--- src/mei_pkg.sv ---
// What this block does
// - Clear bit write releases all latched interrupts
// - Drive field: zero push-pull, one open-drain
// - Polarity field: zero active high, one low
// - Codes 0/8 follow event; 7/15 latch
// - Codes 1-6 hold 250ms to 8s
// - Codes 9-14 hold 1ms to 100ms
// - Free fall persists (setting+1)*2ms before firing
// - Free-fall threshold is setting times 7.81mg
// - Fall mode: per-axis or summed magnitude
// - Free-fall hysteresis is setting times 125mg
// - Inactivity needs (upper nibble+1) evaluation periods
// - Activity needs (lower nibble+1) evaluation periods
// - Activity step is a fixed raw count at every full-scale range
// - Quiet bit: 30ms or 20ms
// - Shock bit: 50ms or 70ms
// - Window code picks second-knock wait time
// - Knock step is a fixed raw count at every full-scale range
// - Event reaches pin only when routed
// - Oversampled source evaluates eight times per output
// - Each event sets a readable status flag
package mei_pkg;
   localparam int CLK_PERIOD_NS = 100;
   localparam int MS_NS         = 1000000;
   localparam int TICK_CYCLES   = (MS_NS + CLK_PERIOD_NS - 1) / CLK_PERIOD_NS;

   localparam logic [5:0] IDX_PIN_CFG    = 6'h20;
   localparam logic [5:0] IDX_HOLD       = 6'h21;
   localparam logic [5:0] IDX_FALL_DLY   = 6'h22;
   localparam logic [5:0] IDX_FALL_TH    = 6'h23;
   localparam logic [5:0] IDX_FALL_HYST  = 6'h24;
   localparam logic [5:0] IDX_MOT_DUR    = 6'h27;
   localparam logic [5:0] IDX_MOT_TH     = 6'h28;
   localparam logic [5:0] IDX_KNOCK_TIME = 6'h2A;
   localparam logic [5:0] IDX_KNOCK_TH   = 6'h2B;
   localparam logic [5:0] IDX_ROUTE      = 6'h30;
   localparam logic [5:0] IDX_STATUS     = 6'h31;
   localparam logic [5:0] IDX_SENSE      = 6'h32;

   localparam logic [7:0] RST_PIN_CFG    = 8'h00;
   localparam logic [7:0] RST_HOLD       = 8'h00;
   localparam logic [7:0] RST_FALL_DLY   = 8'h09;
   localparam logic [7:0] RST_FALL_TH    = 8'h30;
   localparam logic [7:0] RST_FALL_HYST  = 8'h01;
   localparam logic [7:0] RST_MOT_DUR    = 8'h00;
   localparam logic [7:0] RST_MOT_TH     = 8'h14;
   localparam logic [7:0] RST_KNOCK_TIME = 8'h04;
   localparam logic [7:0] RST_KNOCK_TH   = 8'h0A;
   localparam logic [7:0] RST_ROUTE      = 8'h00;
   localparam logic [7:0] RST_SENSE      = 8'h00;

   localparam int CFG_CLEAR_BIT   = 7;
   localparam int CFG_OD_BIT      = 1;
   localparam int CFG_POL_BIT     = 0;
   localparam int FALL_MODE_BIT   = 2;
   localparam int KNOCK_QUIET_BIT = 7;
   localparam int KNOCK_SHOCK_BIT = 6;
   localparam int EVT_SINGLE      = 5;
   localparam int EVT_DOUBLE      = 4;
   localparam int EVT_ACTIVE      = 2;
   localparam int EVT_FALL        = 0;
   localparam logic [7:0] EVT_MASK = 8'h35;

   localparam logic [3:0] HOLD_NONE_A  = 4'h0;
   localparam logic [3:0] HOLD_LATCH_A = 4'h7;
   localparam logic [3:0] HOLD_NONE_B  = 4'h8;
   localparam logic [3:0] HOLD_LATCH_B = 4'hF;
   localparam logic [13:0] HOLD_MS [16] = '{14'h0000, 14'h00FA, 14'h01F4, 14'h03E8, 14'h07D0, 14'h0FA0,
                                            14'h1F40, 14'h0000, 14'h0000, 14'h0001, 14'h0001, 14'h0002,
                                            14'h0019, 14'h0032, 14'h0064, 14'h0000};

   localparam logic [9:0] FALL_STEP_MS = 10'h002;
   localparam logic [9:0] QUIET_MS_0   = 10'h01E;
   localparam logic [9:0] QUIET_MS_1   = 10'h014;
   localparam logic [9:0] SHOCK_MS_0   = 10'h032;
   localparam logic [9:0] SHOCK_MS_1   = 10'h046;
   localparam logic [9:0] WINDOW_MS [8] = '{10'h032, 10'h064, 10'h096, 10'h0C8,
                                           10'h0FA, 10'h177, 10'h1F4, 10'h2BC};

   // Steps in raw counts: 4096 counts per g at the 2g range, halving per range step
   localparam logic [3:0] MOT_STEP_SHIFT     = 4'h4;
   localparam logic [3:0] KNOCK_STEP_SHIFT   = 4'h8;
   localparam logic [3:0] FALL_STEP_SHIFT_2G = 4'h5;
   localparam logic [3:0] HYST_STEP_SHIFT_2G = 4'h9;
   localparam logic [1:0] FS_8G              = 2'h2;
   localparam logic [1:0] SRC_OVERSAMPLED    = 2'h0;

   localparam logic [1:0] RESP_OKAY   = 2'h0;
   localparam logic [1:0] RESP_SLVERR = 2'h2;

   typedef enum logic [2:0] {KNOCK_IDLE, KNOCK_SHOCK, KNOCK_QUIET, KNOCK_WAIT2, KNOCK_SHOCK2} mei_knock_t;
endpackage

--- src/mei_top.sv ---
// Chosen here: the AXI4-Lite register port.
`timescale 1ns/1ns
`default_nettype none
module mei_top
   import mei_pkg::*;
#(
   parameter int MS_CYCLES = TICK_CYCLES
) (
   // Clock and reset
   input  wire logic        aclk,
   input  wire logic        aresetn,
   // AXI4-Lite write
   input  wire logic [7:0]  awaddr,
   input  wire logic        awvalid,
   output var  logic        awready,
   input  wire logic [31:0] wdata,
   input  wire logic [3:0]  wstrb,
   input  wire logic        wvalid,
   output var  logic        wready,
   output var  logic [1:0]  bresp,
   output var  logic        bvalid,
   input  wire logic        bready,
   // AXI4-Lite read
   input  wire logic [7:0]  araddr,
   input  wire logic        arvalid,
   output var  logic        arready,
   output var  logic [31:0] rdata,
   output var  logic [1:0]  rresp,
   output var  logic        rvalid,
   input  wire logic        rready,
   // Acceleration samples
   input  wire logic [13:0] accel_x,
   input  wire logic [13:0] accel_y,
   input  wire logic [13:0] accel_z,
   input  wire logic        sample_os_stb,
   input  wire logic        sample_odr_stb,
   // Interrupt pin
   output var  logic        event_pin_out,
   output var  logic        event_pin_oe_n
);
   logic [7:0]  pin_cfg_r, hold_mode_r, fall_dly_r, fall_th_r, fall_hyst_r;
   logic [7:0]  mot_dur_r, mot_th_r, knock_time_r, knock_th_r, route_r, status_r, sense_r;
   logic        wr_en, wr_lo, clear_strobe, ms_tick, eval_stb;
   logic [5:0]  wr_idx;
   logic [7:0]  rd_val, evt_vec, status_clr;
   logic [15:0] tick_cnt_r;
   logic [13:0] mx, my, mz, hold_cnt_r;
   logic [15:0] msum, fall_th_lsb, fall_exit_lsb, mot_th_lsb, knock_th_lsb;
   logic [3:0]  hold_code, fall_sh, hyst_sh;
   logic [1:0]  fs_sel;
   logic        hold_none, hold_latch, mapped_evt, held_r, pin_od, pin_pol;
   logic        fall_below, fall_exit, fall_cond_r, fall_fired_r, fall_evt;
   logic [9:0]  fall_cnt_r, fall_target;
   logic        mot_over, active_r, act_evt;
   logic [4:0]  act_cnt_r, inact_cnt_r;
   logic        knock_over, single_evt, double_evt;
   logic [9:0]  knock_ms_r, shock_ms, quiet_ms, window_ms;
   mei_knock_t  knock_state_r;

   function automatic logic idx_mapped(input logic [5:0] idx);
      return idx inside {IDX_PIN_CFG, IDX_HOLD, IDX_FALL_DLY, IDX_FALL_TH, IDX_FALL_HYST, IDX_MOT_DUR,
                         IDX_MOT_TH, IDX_KNOCK_TIME, IDX_KNOCK_TH, IDX_ROUTE, IDX_STATUS, IDX_SENSE};
   endfunction

   function automatic logic [13:0] mag(input logic [13:0] v);
      return v[13] ? 14'(-v) : v;
   endfunction

   // Write channel: address and data are accepted together, one write in flight
   assign wr_en  = awready && awvalid && wready && wvalid;
   assign wr_idx = awaddr[7:2];
   assign wr_lo  = wr_en && wstrb[0];

   always_ff @(posedge aclk) begin
      if (!aresetn) begin
         awready <= 1'b0;
         wready  <= 1'b0;
         bvalid  <= 1'b0;
         bresp   <= RESP_OKAY;
      end else begin
         if (awready) begin
            awready <= 1'b0;
            wready  <= 1'b0;
            bvalid  <= 1'b1;
            bresp   <= idx_mapped(wr_idx) ? RESP_OKAY : RESP_SLVERR;
         end else if (awvalid && wvalid && !bvalid) begin
            awready <= 1'b1;
            wready  <= 1'b1;
         end
         if (bvalid && bready) begin
            bvalid <= 1'b0;
         end
      end
   end

   always_comb begin
      unique case (araddr[7:2])
         IDX_PIN_CFG:    rd_val = {6'h00, pin_od, pin_pol};
         IDX_HOLD:       rd_val = hold_mode_r;
         IDX_FALL_DLY:   rd_val = fall_dly_r;
         IDX_FALL_TH:    rd_val = fall_th_r;
         IDX_FALL_HYST:  rd_val = fall_hyst_r;
         IDX_MOT_DUR:    rd_val = mot_dur_r;
         IDX_MOT_TH:     rd_val = mot_th_r;
         IDX_KNOCK_TIME: rd_val = knock_time_r;
         IDX_KNOCK_TH:   rd_val = knock_th_r;
         IDX_ROUTE:      rd_val = route_r;
         IDX_STATUS:     rd_val = status_r;
         IDX_SENSE:      rd_val = sense_r;
         default:        rd_val = 8'h00;
      endcase
   end

   always_ff @(posedge aclk) begin
      if (!aresetn) begin
         arready <= 1'b0;
         rvalid  <= 1'b0;
         rdata   <= 32'h0000_0000;
         rresp   <= RESP_OKAY;
      end else begin
         if (arready) begin
            arready <= 1'b0;
            rvalid  <= 1'b1;
            rdata   <= {24'h00_0000, rd_val};
            rresp   <= idx_mapped(araddr[7:2]) ? RESP_OKAY : RESP_SLVERR;
         end else if (arvalid && !rvalid) begin
            arready <= 1'b1;
         end
         if (rvalid && rready) begin
            rvalid <= 1'b0;
         end
      end
   end

   // Configuration registers; the clear bit is never stored
   always_ff @(posedge aclk) begin
      if (!aresetn) begin
         pin_cfg_r    <= RST_PIN_CFG;
         hold_mode_r  <= RST_HOLD;
         fall_dly_r   <= RST_FALL_DLY;
         fall_th_r    <= RST_FALL_TH;
         fall_hyst_r  <= RST_FALL_HYST;
         mot_dur_r    <= RST_MOT_DUR;
         mot_th_r     <= RST_MOT_TH;
         knock_time_r <= RST_KNOCK_TIME;
         knock_th_r   <= RST_KNOCK_TH;
         route_r      <= RST_ROUTE;
         sense_r      <= RST_SENSE;
      end else if (wr_lo) begin
         unique case (wr_idx)
            IDX_PIN_CFG:    pin_cfg_r    <= {6'h00, wdata[CFG_OD_BIT], wdata[CFG_POL_BIT]};
            IDX_HOLD:       hold_mode_r  <= {4'h0, wdata[3:0]};
            IDX_FALL_DLY:   fall_dly_r   <= wdata[7:0];
            IDX_FALL_TH:    fall_th_r    <= wdata[7:0];
            IDX_FALL_HYST:  fall_hyst_r  <= {5'h00, wdata[2:0]};
            IDX_MOT_DUR:    mot_dur_r    <= wdata[7:0];
            IDX_MOT_TH:     mot_th_r     <= wdata[7:0];
            IDX_KNOCK_TIME: knock_time_r <= {wdata[7:6], 3'h0, wdata[2:0]};
            IDX_KNOCK_TH:   knock_th_r   <= {3'h0, wdata[4:0]};
            IDX_ROUTE:      route_r      <= wdata[7:0] & EVT_MASK;
            IDX_SENSE:      sense_r      <= {2'h0, wdata[5:4], 2'h0, wdata[1:0]};
            default:        ;
         endcase
      end
   end

   assign pin_od       = pin_cfg_r[CFG_OD_BIT];
   assign pin_pol      = pin_cfg_r[CFG_POL_BIT];
   assign clear_strobe = wr_lo && (wr_idx == IDX_PIN_CFG) && wdata[CFG_CLEAR_BIT];

   // Status flags: an event in the same cycle as its clear keeps the flag set
   assign status_clr = (wr_lo && wr_idx == IDX_STATUS) ? (wdata[7:0] & EVT_MASK) : 8'h00;
   always_ff @(posedge aclk) begin
      if (!aresetn) begin
         status_r <= 8'h00;
      end else begin
         status_r <= (status_r & ~status_clr) | evt_vec;
      end
   end

   // Millisecond time base for every hold, delay and knock window
   always_ff @(posedge aclk) begin
      if (!aresetn || ms_tick) begin
         tick_cnt_r <= 16'h0000;
      end else begin
         tick_cnt_r <= tick_cnt_r + 16'h0001;
      end
   end
   assign ms_tick = (tick_cnt_r == 16'(MS_CYCLES - 1));

   // Sample magnitudes and thresholds in raw counts
   assign eval_stb = (sense_r[5:4] == SRC_OVERSAMPLED) ? sample_os_stb : sample_odr_stb;
   assign mx       = mag(accel_x);
   assign my       = mag(accel_y);
   assign mz       = mag(accel_z);
   assign msum     = {2'h0, mx} + {2'h0, my} + {2'h0, mz};
   assign fs_sel   = (sense_r[1:0] > FS_8G) ? FS_8G : sense_r[1:0];
   assign fall_sh  = FALL_STEP_SHIFT_2G - {2'h0, fs_sel};
   assign hyst_sh  = HYST_STEP_SHIFT_2G - {2'h0, fs_sel};
   assign fall_th_lsb   = {8'h00, fall_th_r} << fall_sh;
   assign fall_exit_lsb = fall_th_lsb + ({14'h0000, fall_hyst_r[1:0]} << hyst_sh);
   assign mot_th_lsb    = {8'h00, mot_th_r} << MOT_STEP_SHIFT;
   assign knock_th_lsb  = {11'h000, knock_th_r[4:0]} << KNOCK_STEP_SHIFT;

   // Free fall
   always_comb begin
      if (fall_hyst_r[FALL_MODE_BIT]) begin
         fall_below = msum < fall_th_lsb;
         fall_exit  = msum > fall_exit_lsb;
      end else begin
         fall_below = ({2'h0, mx} < fall_th_lsb) && ({2'h0, my} < fall_th_lsb) && ({2'h0, mz} < fall_th_lsb);
         fall_exit  = ({2'h0, mx} > fall_exit_lsb) || ({2'h0, my} > fall_exit_lsb) || ({2'h0, mz} > fall_exit_lsb);
      end
   end

   always_ff @(posedge aclk) begin
      if (!aresetn) begin
         fall_cond_r <= 1'b0;
      end else if (eval_stb) begin
         fall_cond_r <= fall_cond_r ? !fall_exit : fall_below;
      end
   end

   assign fall_target = 10'(({2'h0, fall_dly_r} + 10'h001) * FALL_STEP_MS);
   assign fall_evt    = fall_cond_r && !fall_fired_r && (fall_cnt_r == fall_target);

   always_ff @(posedge aclk) begin
      if (!aresetn || !fall_cond_r) begin
         fall_cnt_r   <= 10'h000;
         fall_fired_r <= 1'b0;
      end else if (fall_evt) begin
         fall_fired_r <= 1'b1;
      end else if (ms_tick && !fall_fired_r) begin
         fall_cnt_r <= fall_cnt_r + 10'h001;
      end
   end

   // Activity and inactivity over consecutive evaluation periods
   assign mot_over = ({2'h0, mx} > mot_th_lsb) || ({2'h0, my} > mot_th_lsb) || ({2'h0, mz} > mot_th_lsb);
   assign act_evt  = eval_stb && mot_over && !active_r && (act_cnt_r == {1'b0, mot_dur_r[3:0]});

   always_ff @(posedge aclk) begin
      if (!aresetn) begin
         act_cnt_r   <= 5'h00;
         inact_cnt_r <= 5'h00;
         active_r    <= 1'b0;
      end else if (eval_stb) begin
         act_cnt_r   <= mot_over ? act_cnt_r + {4'h0, act_cnt_r != 5'h1F} : 5'h00;
         inact_cnt_r <= mot_over ? 5'h00 : inact_cnt_r + {4'h0, inact_cnt_r != 5'h1F};
         if (act_evt) begin
            active_r <= 1'b1;
         end else if (active_r && !mot_over && inact_cnt_r == {1'b0, mot_dur_r[7:4]}) begin
            active_r <= 1'b0;
         end
      end
   end

   // Knock detection: shock, quiet, then a window for a second shock
   assign knock_over = ({2'h0, mx} > knock_th_lsb) || ({2'h0, my} > knock_th_lsb) || ({2'h0, mz} > knock_th_lsb);
   assign shock_ms   = knock_time_r[KNOCK_SHOCK_BIT] ? SHOCK_MS_1 : SHOCK_MS_0;
   assign quiet_ms   = knock_time_r[KNOCK_QUIET_BIT] ? QUIET_MS_1 : QUIET_MS_0;
   assign window_ms  = WINDOW_MS[knock_time_r[2:0]];
   assign double_evt = (knock_state_r == KNOCK_WAIT2) && eval_stb && knock_over;
   // At or past the window end, so a shorter window written mid-wait still ends it
   assign single_evt = (knock_state_r == KNOCK_WAIT2) && !double_evt && ms_tick && (knock_ms_r >= window_ms - 10'h001);

   always_ff @(posedge aclk) begin
      if (!aresetn) begin
         knock_state_r <= KNOCK_IDLE;
         knock_ms_r    <= 10'h000;
      end else begin
         unique case (knock_state_r)
            KNOCK_IDLE: begin
               knock_ms_r <= 10'h000;
               if (eval_stb && knock_over) begin
                  knock_state_r <= KNOCK_SHOCK;
               end
            end
            KNOCK_SHOCK, KNOCK_SHOCK2: begin
               if (ms_tick) begin
                  knock_ms_r <= (knock_ms_r >= shock_ms - 10'h001) ? 10'h000 : knock_ms_r + 10'h001;
                  if (knock_ms_r >= shock_ms - 10'h001) begin
                     knock_state_r <= (knock_state_r == KNOCK_SHOCK) ? KNOCK_QUIET : KNOCK_IDLE;
                  end
               end
            end
            KNOCK_QUIET: begin
               if (ms_tick) begin
                  knock_ms_r <= (knock_ms_r >= quiet_ms - 10'h001) ? 10'h000 : knock_ms_r + 10'h001;
                  if (knock_ms_r >= quiet_ms - 10'h001) begin
                     knock_state_r <= KNOCK_WAIT2;
                  end
               end
            end
            KNOCK_WAIT2: begin
               if (double_evt) begin
                  knock_state_r <= KNOCK_SHOCK2;
                  knock_ms_r    <= 10'h000;
               end else if (single_evt) begin
                  knock_state_r <= KNOCK_IDLE;
               end else if (ms_tick) begin
                  knock_ms_r <= knock_ms_r + 10'h001;
               end
            end
         endcase
      end
   end

   always_comb begin
      evt_vec             = 8'h00;
      evt_vec[EVT_SINGLE] = single_evt;
      evt_vec[EVT_DOUBLE] = double_evt;
      evt_vec[EVT_ACTIVE] = act_evt;
      evt_vec[EVT_FALL]   = fall_evt;
   end

   // Pin hold logic; a new routed event wins over a clear in the same cycle
   assign mapped_evt = |(evt_vec & route_r);
   assign hold_code  = hold_mode_r[3:0];
   assign hold_none  = (hold_code == HOLD_NONE_A) || (hold_code == HOLD_NONE_B);
   assign hold_latch = (hold_code == HOLD_LATCH_A) || (hold_code == HOLD_LATCH_B);

   always_ff @(posedge aclk) begin
      if (!aresetn) begin
         held_r     <= 1'b0;
         hold_cnt_r <= 14'h0000;
      end else if (mapped_evt) begin
         held_r     <= 1'b1;
         hold_cnt_r <= 14'h0000;
      end else if (clear_strobe || hold_none) begin
         held_r <= 1'b0;
      end else if (held_r && !hold_latch && ms_tick) begin
         hold_cnt_r <= hold_cnt_r + 14'h0001;
         if (hold_cnt_r == HOLD_MS[hold_code] - 14'h0001) begin
            held_r <= 1'b0;
         end
      end
   end

   // Open drain releases the wire for its high level, so the bus pull-up sets it
   always_ff @(posedge aclk) begin
      if (!aresetn) begin
         event_pin_out  <= 1'b0;
         event_pin_oe_n <= 1'b0;
      end else begin
         event_pin_out  <= pin_od ? 1'b0 : (held_r ^ pin_pol);
         event_pin_oe_n <= pin_od ? (held_r ^ pin_pol) : 1'b0;
      end
   end
endmodule
`default_nettype wire

--- config.mk ---
export PLATFORM = sky130hd
export DESIGN_NAME = mei_top
export DESIGN_NICKNAME = d
export VERILOG_FILES = /design/src/mei_pkg.sv /design/src/mei_top.sv
export SDC_FILE = /design/constraint.sdc
export NUM_CORES = 1
export LEC_CHECK = 0
export BUFFER_PORTS_ARGS = -buffer_cell sky130_fd_sc_hd__buf_2
export CORE_UTILIZATION = 35
export CTS_BUF_LIST = sky130_fd_sc_hd__clkbuf_4 sky130_fd_sc_hd__clkbuf_8 sky130_fd_sc_hd__clkbuf_16
export DETAILED_ROUTE_END_ITERATION = 12
export PLACE_DENSITY = 0.54
export SKIP_LAST_GASP = 1
export SLEW_MARGIN = 20
export SYNTH_ARGS = -nofsm -noshare
export SYNTH_HDL_FRONTEND = slang
export SYNTH_SLANG_ARGS = --single-unit
--- constraint.sdc ---
create_clock -name aclk -period 6.5 [get_ports aclk]
set_input_delay 0.65 -clock aclk [delete_from_list [all_inputs] [get_ports aclk]]
set_output_delay 0.65 -clock aclk [all_outputs]
set_load 0.1 [all_outputs]
After elaboration in Yosys (flattened, before gate mapping)
Memories as Yosys holds them, arrays and structs flattened. Cells that the tools add are included.

Shift operators: 2. $lt $le $gt $ge: 20. Multiplexer cells: 45. Bitwise gates (word level): 10. Reductions and logical operators: 85. Add/sub/neg operators: 19. Eq/ne operators: 46.

Operator list (number): $eq 6x6->1 const B (24); $pmux 8 s12 (1); $mux 10 (9); $mux 14 (5); $gt 14x16->1 (3); $lt 14x16->1 (3); $gt 14x12->1 (3); $gt 14x13->1 (3); $neg 14->14 (3); $pmux 10 s4 (1); $reduce_and 2->1 (16); $ge 10x10->1 (3); $logic_and 1x1->1 (30); $reduce_bool 12->1 (2); $mux 3 (7); $add 10x1->10 const B (2); $add 15x14->16 (1); $add 16x1->16 const B (1); $add 16x16->16 (1); $eq 16x14->1 const B (1); $gt 16x16->1 (1); $lt 16x16->1 (1); $shl 2x4->16 (1); $shl 8x4->16 (1); 51 further kinds (104).

Bits in read-only memories: 304. Output and inout bits: 43. Memories: 2. Bits in registers: 153. Input port bits: 103.

Memory list: (name not given) (words 16, bits a word 14, rd ports 1, clocked after memory_dff 0, wr ports 0, line mei_top.sv:334) `if (hold_cnt_r == HOLD_MS[hold_code] - 14'h0001) begin`; (name not given) (words 8, bits a word 10, rd ports 1, clocked after memory_dff 0, wr ports 0, line mei_top.sv:262) `assign window_ms = WINDOW_MS[knock_time_r[2:0]];`.

Longest topological paths before layout
Depth after elaboration: 14. Mapped depth: 26. Gate-level depth less buffers: 26.

Least setup slack after synthesis
OpenSTA, ideal clock, no wires.

Kind: in2reg. Start: in accel_z[5]. End: reg fall_cond_r. Arrival: 4.856 ns. Slack: 1.584 ns. Stages on the path: 17. Cells stage by stage: or4_4 > or3_1 > o31ai_1 > xnor2_1 > fa_1 > ha_1 > nand3_1 > nand2_1 > a41o_1 > o41ai_1 > o21ai_0 > ha_1 > nand4_1 > nor4_1 > nand4_1 > nand3_1 > o311a_1.

Cells in the longest elaborated chain, start to end: 7.

Ends and longest elaborated chain: from (decl) (line mei_top.sv:34) `input wire logic [13:0] accel_z,`; $neg 14->14 (line mei_top.sv:66) `return v[13] ? 14'(-v) : v;`; $mux 14 * (line mei_top.sv:66); $add 15x14->16 or $gt 14x16->1 (tied branches) (line mei_top.sv:196, mei_top.sv:212); $gt 16x16->1 or $logic_or 1x1->1 (tied branches) (line mei_top.sv:209, mei_top.sv:212); $mux 1 (line mei_top.sv:207) `if (fall_hyst_r[FALL_MODE_BIT]) begin`; $logic_not 1->1 (line mei_top.sv:220) `fall_cond_r <= fall_cond_r ? !fall_exit : fall_below;`; $mux 1 * (line mei_top.sv:220); to (signal assigned) (line mei_top.sv:220); to (decl) (line mei_top.sv:52) `logic fall_below, fall_exit, fall_cond_r, fall_fired_r, fall_evt;`.

Every way passes the cells marked *; elsewhere a longest branch is shown, timed or not. A chain may end at the register's enable or synchronous reset.

Worst setup path after layout
Ends and elaborated chain as after synthesis.

==> metrics.md <==
| Metric | Value |
|---|---|
| Status | finished, final reports clean |
| Post-layout min period | 5.27 ns |
| DRC viols | 0 |
| Root buf cell | clkbuf_16 |
| Vias in the first global route | 11900 |
| Post-DRT Antenna Nets | 0 |
| Total Neg Setup Slack | 0 ns |
| # fillers | 4067 |
| Num CTS Buffers | 17 |
| GRT Total Usage | 0.207 |
| Worst-case clock skew | 0.0129 ns |
| Worst skew pair latency | 0.43 ns |
| Routed vias | 12900 |
| Yosys warns | 0 |
| Max frequency | 190 MHz |
| Synth cell types | 92 |
| Share of layout cells above drive strength 1 | 0.101 |
| Final instance area | 0.0157 sq mm |
| Main synth FF type | dfxtp_1 |
| Post-cts resize count | 0 |
| WL final | 42.6 mm |
| Clk sinks | 147 |
| Inserted Diodes | 0 |
| Asr flop ratio synth | 0 |
| Gr ovfl total | 0 |
| Placed inst area | 0.0151 sq mm |
| Clock Path Buffers | 2 |
| Critical path class | input pin to register |
| Setup bufs post-CTS | 0 |
| CP Data Required Time | 6.87 ns |
| Max_slew headroom | 0.279 |
| Crit path max fanout | 5 |
| RSZ-0062 raised after global routing | no |
| DR vias/cell | 5.46 |
| Synthesized area per cell | 8.16 sq um |
| Tcrit/Tclk final | 0.811 |
| Flop and latch count out of synthesis | 147 |
| Port buffer count | 88 |
| Hpwl dp | 33.8 mm |
| Synthesized area | 0.0141 sq mm |
| Core area | 0.0397 sq mm |
| Crit path capture type | register |
| GP Congestion | 0.922 |
| Arrival time at the worst endpoint | 5.64 ns |
| Dpl ws | 0.822 ns |
| TritonRoute pass-1 iters | 7 |
| Worst hold margin | 0.401 ns |
| EDFF count, synth | 0 |
| Die area | 0.0411 sq mm |
| Die H | 203 um |
| Nets@finish | 2133 |
| Die X | 203 um |
| Initial antenna violation count | 1 |
| Power Density | 211 mW/mm^2 |
| Hold buffers post-CTS | 0 |
| Met1 WL | 19.8 mm |
| Leak Pwr | 6.85 nW |
| Final Max Slew Viols | 0 |
| Multi-input gate area | 0.0105 sq mm |
| DR iter-0 viols | 1001 |
| Num ports | 146 |
| Max layer used | met5 |
| Crit path launch type | input pin |
| Final hold viol count | 0 |
| Starting Density | 0.355 |
| Number of max-cap violations | 0 |
| Global-route wire length before repair | 66.4 mm |
| H-tree depth | 4 |
| Storage cell area | 0.00294 sq mm |
| Met3 WL | 2.63 mm |
| CTS tree | done |
| Overall power | 3.31 mW |
| Hold Crit Class | input pin to register |
| Worst slew pin tran | 1.08 ns |
| Max VDD drop | 135 uV |
| Area Growth Syn to Fin | 11.3% |
| Largest net degree at the start of global routing | 62 |
| Reg clk slew, reported paths | 0.06 ns |
| Row Count | 73 |
| # setup viols final | 0 |
| Syn Inst Count | 1727 |
| Drt wl/cell | 18.1 um |
| Fin worst setup slack | 1.23 ns |
| Met2 Wirelength | 19.2 mm |
| Post-synthesis sequential area ratio | 0.209 |
-- logic make-up after synthesis --
logic type | after synthesis | share of synthesized area
AO/OA/AOI/OAI | 372 | 0.179
XOR/XNOR | 127 | 0.0789
adder cells (fa/ha/maj) | 218 | 0.201
buffers and inverters | 183 | 0.0570
flip-flops | 147 | 0.209
multiplexers | 78 | 0.0560
other | 2 | 0.000533
AND/OR/NAND/NOR | 600 | 0.219
-- layout by cell type, fill, tap and decap left out, types with 28 or more instances in the layout --
| cell | count |
|---|---|
| inv_1 | 98 |
| ha_1 | 202 |
| dfxtp_1 | 147 |
| a21o_1 | 28 |
| nor2b_1 | 31 |
| a21oi_1 | 77 |
| nand2_1 | 140 |
| xor2_1 | 61 |
| buf_2 | 88 |
| nand3_1 | 54 |
| mux2i_1 | 71 |
| conb_1 | 48 |
| o21ai_0 | 77 |
| xnor2_1 | 66 |
| nor2_1 | 149 |
| nand4_1 | 37 |
| nor3_1 | 28 |
| and3_1 | 33 |
-- through the flow --
step | utilization | std cells
floorplan | - | 1773
global placement | 0.379 | 2320
detailed placement | 0.379 | 2320
CTS | 0.395 | 2352
global route | 0.395 | 2352
finish | 0.395 | 2352
-- power breakdown --
part           leakage [nW]  internal, mW  switching (mW)
clock network         0.290         0.619           0.418
registers              1.19         0.921          0.0313
logic                  5.37         0.528           0.798
total                  6.85          2.07            1.25
-- sequential cells by signal, summed over array words and instances, names as in the netlist, 10 cells and up --
register,count
fall_cnt_r,10
hold_cnt_r,14
knock_ms_r,10
tick_cnt_r,16
-- path summary, 6_finish.rpt --
path         cells after the start          start            end  slack [ns]
max                             18     accel_z[5]    fall_cond_r        1.23
min                              2         bready         bvalid        0.40
max reg2reg                     13     sense_r[1]    fall_cond_r        1.95
min reg2reg                      1  tick_cnt_r[0]  tick_cnt_r[0]        0.45
-- metal layers --
layer,track usage,up-vias
li1,-,6357
met5,0,-
met3,0.0350,49
met4,0.0537,2
met1,0.282,6114
met2,0.334,330
-- synth_stat cells, types with 12 or more instances --
| library cell | count | area share |
|---|---|---|
| dfxtp_1 | 147 | 0.21 |
| nand3_1 | 54 | 0.019 |
| inv_1 | 98 | 0.026 |
| xor2_1 | 61 | 0.038 |
| a211oi_1 | 12 | 0.0064 |
| or3_1 | 14 | 0.0062 |
| nand2b_1 | 26 | 0.012 |
| nor3_1 | 28 | 0.0099 |
| o21a_1 | 25 | 0.013 |
| o21ai_0 | 77 | 0.027 |
| mux2i_1 | 71 | 0.050 |
| ha_1 | 202 | 0.18 |
| fa_1 | 14 | 0.020 |
| o211ai_1 | 14 | 0.0075 |
| a31oi_1 | 21 | 0.0093 |
| o21ai_1 | 12 | 0.0043 |
| and3_1 | 33 | 0.015 |
| a21oi_1 | 77 | 0.027 |
| xnor2_1 | 66 | 0.041 |
| nand2_1 | 140 | 0.037 |
| buf_4 | 28 | 0.015 |
| nand4_1 | 37 | 0.016 |
| clkbuf_1 | 46 | 0.012 |
| nor3b_1 | 16 | 0.0085 |
| nor2b_1 | 31 | 0.014 |
| nor2_1 | 149 | 0.040 |
| a21o_1 | 28 | 0.015 |
-- cell type report --
class,instances,area share
inverters,99,0.0237
clock buffers,18,0.0280
flip-flops and latches,147,0.188
multi-input cells,1443,0.671
well taps,525,0.0419
clock inverters,14,0.0113
repair buffers,106,0.0367
-- worst max-delay path, stage by stage --
cell	delay (ns)
buf_2	0.12
or4_4	0.57
or3_1	0.42
o31ai_1	0.26
xnor2_1	0.44
fa_1	0.56
ha_1	0.38
nand3_1	0.11
nand2_1	0.05
a41o_1	0.22
o41ai_1	0.42
o21ai_0	0.25
ha_1	0.37
nand4_1	0.12
nor4_1	0.30
nand4_1	0.12
nand3_1	0.09
o311a_1	0.15
Note: power is estimated with default switching activity, not from simulation.
